$ cat src/verilog/logic_cell_defs.vh
// Constants for the programmable logic cell datapath
`ifndef LOGIC_CELL_DEFS_VH
`define LOGIC_CELL_DEFS_VH
// Working register addresses on the system bus
`define ADDR_ACC0     3'h0
`define ADDR_ACC1     3'h1
`define ADDR_OPR0     3'h2
`define ADDR_OPR1     3'h3
`define ADDR_QUE0     3'h4
`define ADDR_QUE1     3'h5
`define ADDR_STATUS   3'h6
// Reset values
`define RST_BYTE      8'h00
`define RST_CFG       16'h0000
// Configuration word fields
`define CF_FUNC_LO    0
`define CF_FUNC_HI    2
`define CF_SRCA_LO    3
`define CF_SRCA_HI    4
`define CF_SRCB_LO    5
`define CF_SRCB_HI    6
`define CF_SHFT_LO    7
`define CF_SHFT_HI    8
`define CF_MASK       9
`define CF_WR_ACC0    10
`define CF_WR_ACC1    11
`define CF_CAP_QUE0   12
`define CF_CAP_QUE1   13
`define CF_CRC        14
`define CF_LOAD_QUE   15
// Operations
`define OP_PASS       3'h0
`define OP_INC        3'h1
`define OP_DEC        3'h2
`define OP_ADD        3'h3
`define OP_SUB        3'h4
`define OP_AND        3'h5
`define OP_OR         3'h6
`define OP_XOR        3'h7
// Shift modes
`define SH_NONE       2'h0
`define SH_LEFT       2'h1
`define SH_RIGHT      2'h2
`define SH_SWAP       2'h3
// Sizes
`define DATA_W        8
`define CFG_W         16
`define CFG_DEPTH     8
`define QUE_DEPTH     4
`define ARR_IN        12
`define ARR_PT        8
`define ARR_OUT       4
`define COND_N        16
`define COND_OUT      6
`endif

$ cat src/verilog/config_ram.v
// Eight-word configuration memory with registered read
`timescale 1ns/1ns
`include "logic_cell_defs.vh"
module config_ram
(
  input  wire              clk,
  input  wire              rst,
  input  wire              wrEn,
  input  wire [2:0]        wrAddr,
  input  wire [15:0]       wrData,
  input  wire [2:0]        rdAddr,
  output reg  [15:0]       rdData
);
  reg [15:0] mem [0:`CFG_DEPTH-1];
  always @(posedge clk)
  begin
    if (wrEn)
      mem[wrAddr] <= wrData;
  end
  always @(posedge clk)
  begin
    if (rst)
      rdData <= `RST_CFG;
    else
      rdData <= mem[rdAddr];
  end
endmodule // config_ram

$ cat src/verilog/logic_cell.v
// Logic cell: two sum-of-products arrays and an 8-bit datapath
`timescale 1ns/1ns
`include "logic_cell_defs.vh"
module logic_cell
(
  input  wire              clk,
  input  wire              rst,
  // Sum-of-products arrays
  input  wire [23:0]       arrIn,
  input  wire [191:0]      arrTrueSel0,
  input  wire [191:0]      arrCompSel0,
  input  wire [31:0]       arrOrSel0,
  input  wire [3:0]        arrRegSel0,
  input  wire [191:0]      arrTrueSel1,
  input  wire [191:0]      arrCompSel1,
  input  wire [31:0]       arrOrSel1,
  input  wire [3:0]        arrRegSel1,
  output wire [7:0]        arrOut,
  // System bus
  input  wire              busWr,
  input  wire              busRd,
  input  wire [2:0]        busAddr,
  input  wire [7:0]        busWdata,
  output reg  [7:0]        busRdata,
  // Configuration memory
  input  wire              cfgWr,
  input  wire [2:0]        cfgWrAddr,
  input  wire [15:0]       cfgWrData,
  input  wire [2:0]        cfgAddr,
  // Static datapath options
  input  wire [2:0]        msbSel,
  input  wire [7:0]        orMask,
  input  wire [7:0]        polynomial,
  input  wire [7:0]        cmpMask0,
  input  wire [7:0]        cmpMask1,
  input  wire              cmpSwap0,
  input  wire              cmpSwap1,
  input  wire              que0Out,
  input  wire              que1Out,
  input  wire              queToAcc,
  input  wire              capAcc,
  input  wire [23:0]       condSel,
  // Chaining
  input  wire              chainEn,
  input  wire              chainCarryIn,
  input  wire              chainShiftIn,
  input  wire              chainEq0In,
  input  wire              chainLt0In,
  input  wire              chainEq1In,
  input  wire              chainLt1In,
  output reg               chainCarryOut,
  output reg               chainShiftOut,
  output reg               chainEq0Out,
  output reg               chainLt0Out,
  output reg               chainEq1Out,
  output reg               chainLt1Out,
  // Conditions to the fabric
  output reg  [5:0]        condOut
);
  //--------------------------------------------
  // Helper functions
  //--------------------------------------------
  function [7:0] msbMask;
    input [2:0] m;
    msbMask = 8'hFF >> (3'h7 - m);
  endfunction

  function pick;
    input [15:0] c;
    input [3:0]  s;
    pick = c[s];
  endfunction

  function [7:0] srcMux;
    input [1:0] s;
    input [7:0] a0;
    input [7:0] a1;
    input [7:0] d0;
    input [7:0] d1;
    case (s)
      2'h0: srcMux = a0;
      2'h1: srcMux = a1;
      2'h2: srcMux = d0;
      default: srcMux = d1;
    endcase
  endfunction

  //--------------------------------------------
  // Sum-of-products arrays
  //--------------------------------------------
  wire [7:0]  arrComb;
  reg  [7:0]  arrReg_ff;
  wire [15:0] ptTerm;
  genvar ga;
  genvar gp;
  genvar go;
  generate
    for (ga = 0; ga < 2; ga = ga + 1)
    begin : gArr
      wire [191:0] tSel = (ga == 0) ? arrTrueSel0 : arrTrueSel1;
      wire [191:0] cSel = (ga == 0) ? arrCompSel0 : arrCompSel1;
      wire [31:0]  oSel = (ga == 0) ? arrOrSel0 : arrOrSel1;
      wire [11:0]  in   = arrIn[ga*12 +: 12];
      for (gp = 0; gp < `ARR_PT; gp = gp + 1)
      begin : gPt
        // AND of any chosen true or complement inputs
        assign ptTerm[ga*8+gp] = &((in | ~tSel[gp*12 +: 12])
                                 & (~in | ~cSel[gp*12 +: 12]))
                                 & |(tSel[gp*12 +: 12] | cSel[gp*12 +: 12]);
      end
      for (go = 0; go < `ARR_OUT; go = go + 1)
      begin : gOut
        assign arrComb[ga*4+go] = |(ptTerm[ga*8 +: 8] & oSel[go*8 +: 8]);
      end
    end
  endgenerate

  always @(posedge clk)
  begin
    if (rst)
      arrReg_ff <= `RST_BYTE;
    else
      arrReg_ff <= arrComb;
  end
  // Each output registered or direct
  assign arrOut = ({arrRegSel1, arrRegSel0} & arrReg_ff)
                | (~{arrRegSel1, arrRegSel0} & arrComb);

  //--------------------------------------------
  // Configuration memory
  //--------------------------------------------
  wire [15:0] cfg;
  config_ram uCfg
  (
    .clk    (clk),
    .rst    (rst),
    .wrEn   (cfgWr),
    .wrAddr (cfgWrAddr),
    .wrData (cfgWrData),
    .rdAddr (cfgAddr),
    .rdData (cfg)
  );

  //--------------------------------------------
  // Working registers and queues
  //--------------------------------------------
  reg  [7:0] acc0_ff;
  reg  [7:0] acc1_ff;
  reg  [7:0] opr0_ff;
  reg  [7:0] opr1_ff;
  reg  [7:0] que0_ff [0:3];
  reg  [7:0] que1_ff [0:3];
  reg  [1:0] q0Wp_ff;
  reg  [1:0] q0Rp_ff;
  reg  [2:0] q0Cnt_ff;
  reg  [1:0] q1Wp_ff;
  reg  [1:0] q1Rp_ff;
  reg  [2:0] q1Cnt_ff;
  wire q0Empty = (q0Cnt_ff == 3'h0);
  wire q0Full  = (q0Cnt_ff == 3'h4);
  wire q1Empty = (q1Cnt_ff == 3'h0);
  wire q1Full  = (q1Cnt_ff == 3'h4);

  //--------------------------------------------
  // ALU, shifter, mask and CRC step
  //--------------------------------------------
  wire [7:0] msk  = msbMask(msbSel);
  wire [7:0] opA  = srcMux(cfg[`CF_SRCA_HI:`CF_SRCA_LO], acc0_ff, acc1_ff, opr0_ff, opr1_ff);
  wire [7:0] opB  = srcMux(cfg[`CF_SRCB_HI:`CF_SRCB_LO], acc0_ff, acc1_ff, opr0_ff, opr1_ff);
  wire       cin  = chainEn & chainCarryIn;
  reg  [8:0] sum;
  reg  [7:0] aluRes;
  reg  [7:0] shRes;
  reg  [7:0] dpRes;
  reg        carry;
  reg        ovf;
  reg        shOut;
  reg        fb;
  always @*
  begin
    sum = 9'h000;
    case (cfg[`CF_FUNC_HI:`CF_FUNC_LO])
      `OP_INC: sum = {1'b0, opA} + 9'h001;
      `OP_DEC: sum = {1'b0, opA} - 9'h001;
      `OP_ADD: sum = {1'b0, opA} + {1'b0, opB} + {8'h00, cin};
      `OP_SUB: sum = {1'b0, opA} - {1'b0, opB};
      `OP_AND: sum = {1'b0, opA & opB};
      `OP_OR:  sum = {1'b0, opA | opB};
      `OP_XOR: sum = {1'b0, opA ^ opB};
      default: sum = {1'b0, opA};
    endcase
    aluRes = sum[7:0] & msk;
    carry  = (msbSel == 3'h7) ? sum[8] : sum[msbSel + 3'h1];
    ovf    = (opA[msbSel] == opB[msbSel]) & (aluRes[msbSel] != opA[msbSel])
           & (cfg[`CF_FUNC_HI:`CF_FUNC_LO] == `OP_ADD);
    shOut  = 1'b0;
    shRes  = aluRes;
    case (cfg[`CF_SHFT_HI:`CF_SHFT_LO])
      `SH_LEFT:
      begin
        shOut = aluRes[msbSel];
        shRes = {aluRes[6:0], chainShiftIn} & msk;
      end
      `SH_RIGHT:
      begin
        shOut = aluRes[0];
        shRes = (aluRes >> 1) | ({7'h00, chainShiftIn} << msbSel);
      end
      `SH_SWAP: shRes = {aluRes[3:0], aluRes[7:4]};
      default: shRes = aluRes;
    endcase
    // Galois step: MSB out xor serial in decides polynomial feedback
    fb = opA[msbSel] ^ chainShiftIn;
    if (cfg[`CF_CRC])
    begin
      shOut = opA[msbSel];
      shRes = (({opA[6:0], 1'b0}) ^ (fb ? polynomial : 8'h00)) & msk;
    end
    dpRes = cfg[`CF_MASK] ? (shRes | orMask) : shRes;
  end

  //--------------------------------------------
  // Queue moves
  //--------------------------------------------
  wire busW0 = busWr & (busAddr == `ADDR_QUE0);
  wire busW1 = busWr & (busAddr == `ADDR_QUE1);
  wire busR0 = busRd & (busAddr == `ADDR_QUE0);
  wire busR1 = busRd & (busAddr == `ADDR_QUE1);
  wire [7:0] capVal0 = capAcc ? acc0_ff : dpRes;
  wire [7:0] capVal1 = capAcc ? acc1_ff : dpRes;
  wire push0 = que0Out ? (cfg[`CF_CAP_QUE0] & ~q0Full) : (busW0 & ~q0Full);
  wire push1 = que1Out ? (cfg[`CF_CAP_QUE1] & ~q1Full) : (busW1 & ~q1Full);
  wire pop0  = que0Out ? (busR0 & ~q0Empty) : (cfg[`CF_LOAD_QUE] & ~q0Empty);
  wire pop1  = que1Out ? (busR1 & ~q1Empty) : (cfg[`CF_LOAD_QUE] & ~q1Empty);
  wire [7:0] q0Head = que0_ff[q0Rp_ff];
  wire [7:0] q1Head = que1_ff[q1Rp_ff];
  wire ld0 = pop0 & ~que0Out;
  wire ld1 = pop1 & ~que1Out;

  always @(posedge clk)
  begin
    if (push0)
      que0_ff[q0Wp_ff] <= que0Out ? capVal0 : busWdata;
    if (push1)
      que1_ff[q1Wp_ff] <= que1Out ? capVal1 : busWdata;
  end

  always @(posedge clk)
  begin
    if (rst)
    begin
      q0Wp_ff  <= 2'h0;
      q0Rp_ff  <= 2'h0;
      q0Cnt_ff <= 3'h0;
      q1Wp_ff  <= 2'h0;
      q1Rp_ff  <= 2'h0;
      q1Cnt_ff <= 3'h0;
    end
    else
    begin
      q0Wp_ff  <= q0Wp_ff + {1'b0, push0};
      q0Rp_ff  <= q0Rp_ff + {1'b0, pop0};
      q0Cnt_ff <= q0Cnt_ff + {2'h0, push0} - {2'h0, pop0};
      q1Wp_ff  <= q1Wp_ff + {1'b0, push1};
      q1Rp_ff  <= q1Rp_ff + {1'b0, pop1};
      q1Cnt_ff <= q1Cnt_ff + {2'h0, push1} - {2'h0, pop1};
    end
  end

  //--------------------------------------------
  // Working register updates
  //--------------------------------------------
  always @(posedge clk)
  begin
    if (rst)
    begin
      acc0_ff <= `RST_BYTE;
      acc1_ff <= `RST_BYTE;
      opr0_ff <= `RST_BYTE;
      opr1_ff <= `RST_BYTE;
    end
    else
    begin
      // Bus write has priority over datapath update
      if (busWr & (busAddr == `ADDR_ACC0))
        acc0_ff <= busWdata;
      else if (ld0 & queToAcc)
        acc0_ff <= q0Head;
      else if (cfg[`CF_WR_ACC0])
        acc0_ff <= dpRes;
      if (busWr & (busAddr == `ADDR_ACC1))
        acc1_ff <= busWdata;
      else if (ld1 & queToAcc)
        acc1_ff <= q1Head;
      else if (cfg[`CF_WR_ACC1])
        acc1_ff <= dpRes;
      if (busWr & (busAddr == `ADDR_OPR0))
        opr0_ff <= busWdata;
      else if (ld0 & ~queToAcc)
        opr0_ff <= q0Head;
      if (busWr & (busAddr == `ADDR_OPR1))
        opr1_ff <= busWdata;
      else if (ld1 & ~queToAcc)
        opr1_ff <= q1Head;
    end
  end

  //--------------------------------------------
  // Bus read
  //--------------------------------------------
  always @(posedge clk)
  begin
    if (rst)
      busRdata <= `RST_BYTE;
    else if (busRd)
    begin
      case (busAddr)
        `ADDR_ACC0:   busRdata <= acc0_ff;
        `ADDR_ACC1:   busRdata <= acc1_ff;
        `ADDR_OPR0:   busRdata <= opr0_ff;
        `ADDR_OPR1:   busRdata <= opr1_ff;
        `ADDR_QUE0:   busRdata <= q0Head;
        `ADDR_QUE1:   busRdata <= q1Head;
        `ADDR_STATUS: busRdata <= {4'h0, q1Full, q1Empty, q0Full, q0Empty};
        default:      busRdata <= `RST_BYTE;
      endcase
    end
  end

  //--------------------------------------------
  // Compares and conditions
  //--------------------------------------------
  wire [7:0] c0a  = (cmpSwap0 ? acc1_ff : acc0_ff) & cmpMask0;
  wire [7:0] c0b  = (cmpSwap0 ? opr1_ff : opr0_ff) & cmpMask0;
  wire [7:0] c1a  = (cmpSwap1 ? acc0_ff : acc1_ff) & cmpMask1;
  wire [7:0] c1b  = (cmpSwap1 ? acc1_ff : opr1_ff) & cmpMask1;
  wire eq0  = (c0a == c0b) & (~chainEn | chainEq0In);
  wire lt0  = (c0a < c0b) | (chainEn & (c0a == c0b) & chainLt0In);
  wire eq1  = (c1a == c1b) & (~chainEn | chainEq1In);
  wire lt1  = (c1a < c1b) | (chainEn & (c1a == c1b) & chainLt1In);
  wire z0   = ((acc0_ff & msk) == 8'h00);
  wire z1   = ((acc1_ff & msk) == 8'h00);
  wire f0   = ((acc0_ff & msk) == msk);
  wire f1   = ((acc1_ff & msk) == msk);
  wire [15:0] conds = {shOut, carry, q1Full, q1Empty, q0Full, q0Empty,
                       ovf, f1, f0, z1, z0, lt1, eq1, lt0, eq0, 1'b0};
  integer k;
  reg [5:0] nxt_cond;
  always @*
  begin
    nxt_cond = 6'h00;
    for (k = 0; k < `COND_OUT; k = k + 1)
      nxt_cond[k] = pick(conds, condSel[k*4 +: 4]);
  end

  always @(posedge clk)
  begin
    if (rst)
    begin
      condOut       <= 6'h00;
      chainCarryOut <= 1'b0;
      chainShiftOut <= 1'b0;
      chainEq0Out   <= 1'b0;
      chainLt0Out   <= 1'b0;
      chainEq1Out   <= 1'b0;
      chainLt1Out   <= 1'b0;
    end
    else
    begin
      condOut       <= nxt_cond;
      chainCarryOut <= carry;
      chainShiftOut <= shOut;
      chainEq0Out   <= eq0;
      chainLt0Out   <= lt0;
      chainEq1Out   <= eq1;
      chainLt1Out   <= lt1;
    end
  end
endmodule // logic_cell

$ cat config.mk
export PLATFORM = sky130hd
export DESIGN_NAME = logic_cell
export DESIGN_NICKNAME = d
export VERILOG_FILES = /design/src/verilog/config_ram.v /design/src/verilog/logic_cell.v
export VERILOG_INCLUDE_DIRS = /design/src /design/src/verilog
export SDC_FILE = /design/constraint.sdc
export NUM_CORES = 1
export LEC_CHECK = 0
export ABC_AREA = 0
export BUFFER_PORTS_ARGS = -buffer_cell sky130_fd_sc_hd__buf_2
export CORE_AREA = 3 3 391 393
export CTS_BUF_LIST = sky130_fd_sc_hd__clkbuf_16
export CTS_CLUSTER_DIAMETER = 100
export DETAILED_ROUTE_END_ITERATION = 7
export DIE_AREA = 0 0 394 396
export PLACE_DENSITY = 0.39
export SLEW_MARGIN = 10
export SYNTH_ARGS = -nofsm -noshare
export SYNTH_HDL_FRONTEND = slang
export SYNTH_SLANG_ARGS = --single-unit
$ cat constraint.sdc
create_clock -name clk -period 4.54 [get_ports clk]
set_input_delay 0.908 -clock clk [delete_from_list [all_inputs] [get_ports clk]]
set_output_delay 0.908 -clock clk [all_outputs]
set_load 0.005 [all_outputs]
==> key figures <==
Critical path
  – RR Endpoint: que0_ff[1][4]
  – Startpoint types: flop
  – Reg2reg start: uCfg.rdData[3]
  – Worst Setup Path Type: reg2reg
  – CP Capture Type: flop
  – R2R cell count: 16
  – CP Data Required Time: 4.97 ns
  – R2R setup slack: 0.13 ns
  – Crit-path max FO: 7
  – CP Data Arrival Time: 4.84 ns

Timing
  – Worst setup margin: 0.129 ns
  – Slew @ Worst Pin: 1.14 ns
  – Final hold violations: 0
  – TNS Setup: 0 ns
  – Post-route clock period utilization: 97.2%
  – Count of final setup violators: 0
  – Final Max Slew Viols: 0
  – Fmax: 227 MHz
  – Tmin final: 4.41 ns
  – Slew Limit Headroom: 23.7%
  – Clock Skews: 0.0145 ns

Logic synthesis
  – Cell count after synthesis: 1,938
  – Register area share after synthesis: 37.4%
  – Warnings, synthesis: 0
  – Yosys top cell area share: 28.5%
  – Cell taking the most area after synthesis: edfxtp_1
  – Synth async-reset ratio: 0%
  – Post-synth top flop: edfxtp_1
  – Post-synth EDFFs: 192
  – Most common cell in the netlist: mux2i_1
  – Synth area leaders: edfxtp_1 28%, mux2i_1 13%, dfxtp_1 8.9%
  – Syn Nets: 2,974
  – Post-Syn Area: 20,300 um^2
  – Register bit count reported by yosys: 282
  – Distinct cells, synth: 97
  – Post-synth top cells: 265 x mux2i_1, 192 x edfxtp_1, 181 x nor2_1, 117 x nor4_1, 100 x nand2_1
  – Post-Syn Area per Cell: 10.5 um^2

Placement
  – Inst Count DP: 4,583
  – DP Wirelength: 132 mm
  – PortBufs: 617
  – Dpl ws: -0.0763 ns
  – Post-Place Cell Area: 26,500 um^2
  – Final Wtd Congestion: 0.952

Route
  – Antenna Nets Post-Route: 0
  – Final WL: 152 mm
  – Initial DRT Pass Iterations: 6
  – DRC Markers: 0
  – Drt wl/cell: 32.3 um
  – DRT iter0 DRCs: 1,543
  – Routed vias: 20,940
  – Via-to-Cell Ratio: 4.44

Finish
  – Cell area after layout: 28,000 um^2
  – # nets final: 3,643
  – Multi-input gate area: 12,200 um^2
  – Flip-flop and latch area: 7570 um^2
  – # fillers: 16,741
  – Layout cells sized above 1: 37.2%
  – Post-route insts no fill: 4,715
  – Area grow syn2layout: 38.0%

Floorplanning
  – Die height: 396 um
  – Boundary Pins: 1,002
  – CORE AREA: 150,000 um^2
  – Core Rows: 142
  – Initial cell density of the core: 13.5%
  – Full die area: 156,000 um^2
  – DIE WIDTH: 394 um

Clock network
  – TritonCTS clock tree: yes
  – CTS buffer count: 36
  – H-tree depth: 2
  – Clk Latency, worst-skew pair: 0.57 ns
  – Hold_buf cts: 0
  – Root Buffer: clkbuf_16
  – Longest Clk Path Bufs: 3
  – CTS Sinks: 282
  – CTS clock-pin slew for the worst setup and hold paths: 0.06 ns

Worst hold path
  – HP Class: reg2reg
  – Hold_sp: busRdata[3]
  – Hold Path Depth: 2
  – Hold Path Sink: busRdata[3]

Power
  – Leakage: 0.0108 uW
  – Sw Share: 34.6%
  – Register share of total power: 35.8%
  – Total power: 8450 uW
  – Internal Power: 5520 uW
  – Comb pwr share: 30.6%
  – Power Density: 302 nW/um^2
  – Sw power: 2920 uW
  – Max VDD drop: 239 uV
  – Clk pwr share: 33.6%

Global routing
  – Gr usage total: 18.8%
  – Vias in the first global route: 20,038
  – Total congestion overflow: 0
  – Initial antenna violation count: 212
  – Largest net degree at the start of global routing: 46
  – First-pass GRT wire length: 196 mm

Flow run
  – Max-cap check violation count: 0

Outcome
  – Status: finished clean
power groups by stage:
| stage | Clock, uW | Sequential (uW) | Combinational (uW) |
|---|---|---|---|
| final | 2840 | 3020 | 2590 |
| after global routing | 3040 | 3040 | 2780 |
| after CTS | 2940 | 3020 | 2560 |
| after detailed placement | 0 | 3080 | 2550 |
| after global placement | 0 | 3080 | 2540 |
| after floorplan | 0 | 3000 | 1340 |
registers in the layout, summed over array words and instances, names as in the netlist, 3 cells and up:
register	count
acc1_ff	8
acc0_ff	8
que1_ff	32
condOut	6
opr1_ff	8
busRdata	8
opr0_ff	8
arrReg_ff	8
uCfg.mem	128
q1Cnt_ff	3
que0_ff	32
uCfg.rdData	16
q0Cnt_ff	3
logic make-up after synthesis:
logic type	count (synthesis)	synth area share, %
and+or+nand+nor	664	17.3
muxes	375	23.9
AOI/OAI and AO/OA	352	12.8
DFF	282	37.4
buffers and inverters	178	3.46
adders and majority gates	62	4.01
xor gates and xnor gates	25	1.17
layout by cell type (no fill, tap or decap), types with 56 or more instances in the layout:
cell type / instances
buf_2: 616
buf_4: 134
mux2i_1: 265
nand4_1: 78
nor4_1: 107
ha_1: 56
inv_1: 56
nor2_1: 181
a21oi_1: 61
mux4_2: 80
dfxtp_1: 90
nand2_1: 100
edfxtp_1: 192
diode_2: 64
metal layers:
layer	global-route usage (%)	up-vias	part of all wire, %
met5	0	-	0.48
met4	3.89	110	3.2
met3	9.63	383	12
met2	28.6	1163	42
met1	23.6	10161	42
li1	-	9123	-
critical path, stage by stage, from the launching register on:
cell      delay [ns]
dfxtp_1         0.42
buf_4           0.18
buf_4           0.19
mux4_2          0.62
ha_1            0.29
or2_1           0.27
o22ai_1         0.16
xnor2_1         0.17
a221oi_1        0.11
buf_4           0.17
or4_1           0.54
a311oi_2        0.32
buf_4           0.16
a221oi_2        0.05
and2_1          0.21
o22ai_1         0.22
buf_4           0.19
metrics by stage:
stage | hold slack [ns] | utilization, %
6_report | 0.491 | 18.7
5_1_grt | 0.521 | 18.6
4_1_cts | 0.497 | 18.5
3_5_place_dp | 0.482 | 17.7
3_3_place_gp | 0.474 | 17.7
2_1_floorplan | 0.478 | -
worst max-delay path by stage:
stage | startpoint | endpoint | cells after the start
floorplan | uCfg.rdData[5] | condOut[0] | 15
global placement | chainEn | que0_ff[3][6] | 16
detailed placement | chainEn | que0_ff[0][6] | 16
CTS | uCfg.rdData[5] | que0_ff[1][4] | 18
global route | uCfg.rdData[3] | que0_ff[3][7] | 16
finish | uCfg.rdData[3] | que0_ff[1][4] | 16
repair_timing:
action                                  in CTS  in global routing
pin swaps                                    0                  2
buffers inserted                             0                  2
endpoints found under the setup margin       8                 51
resized for setup                            2                 17
area by class of cell:
cell class,instances,share of cell area [%]
clock inverter,29,0.837
clock buffer,37,3.31
tap,2016,9.02
inverter,53,0.711
sequential,282,27.1
timing repair buffer,756,15.0
multi-input combinational,1478,43.5
antenna,64,0.573
No activity file was read; power rests on OpenSTA's default activity.
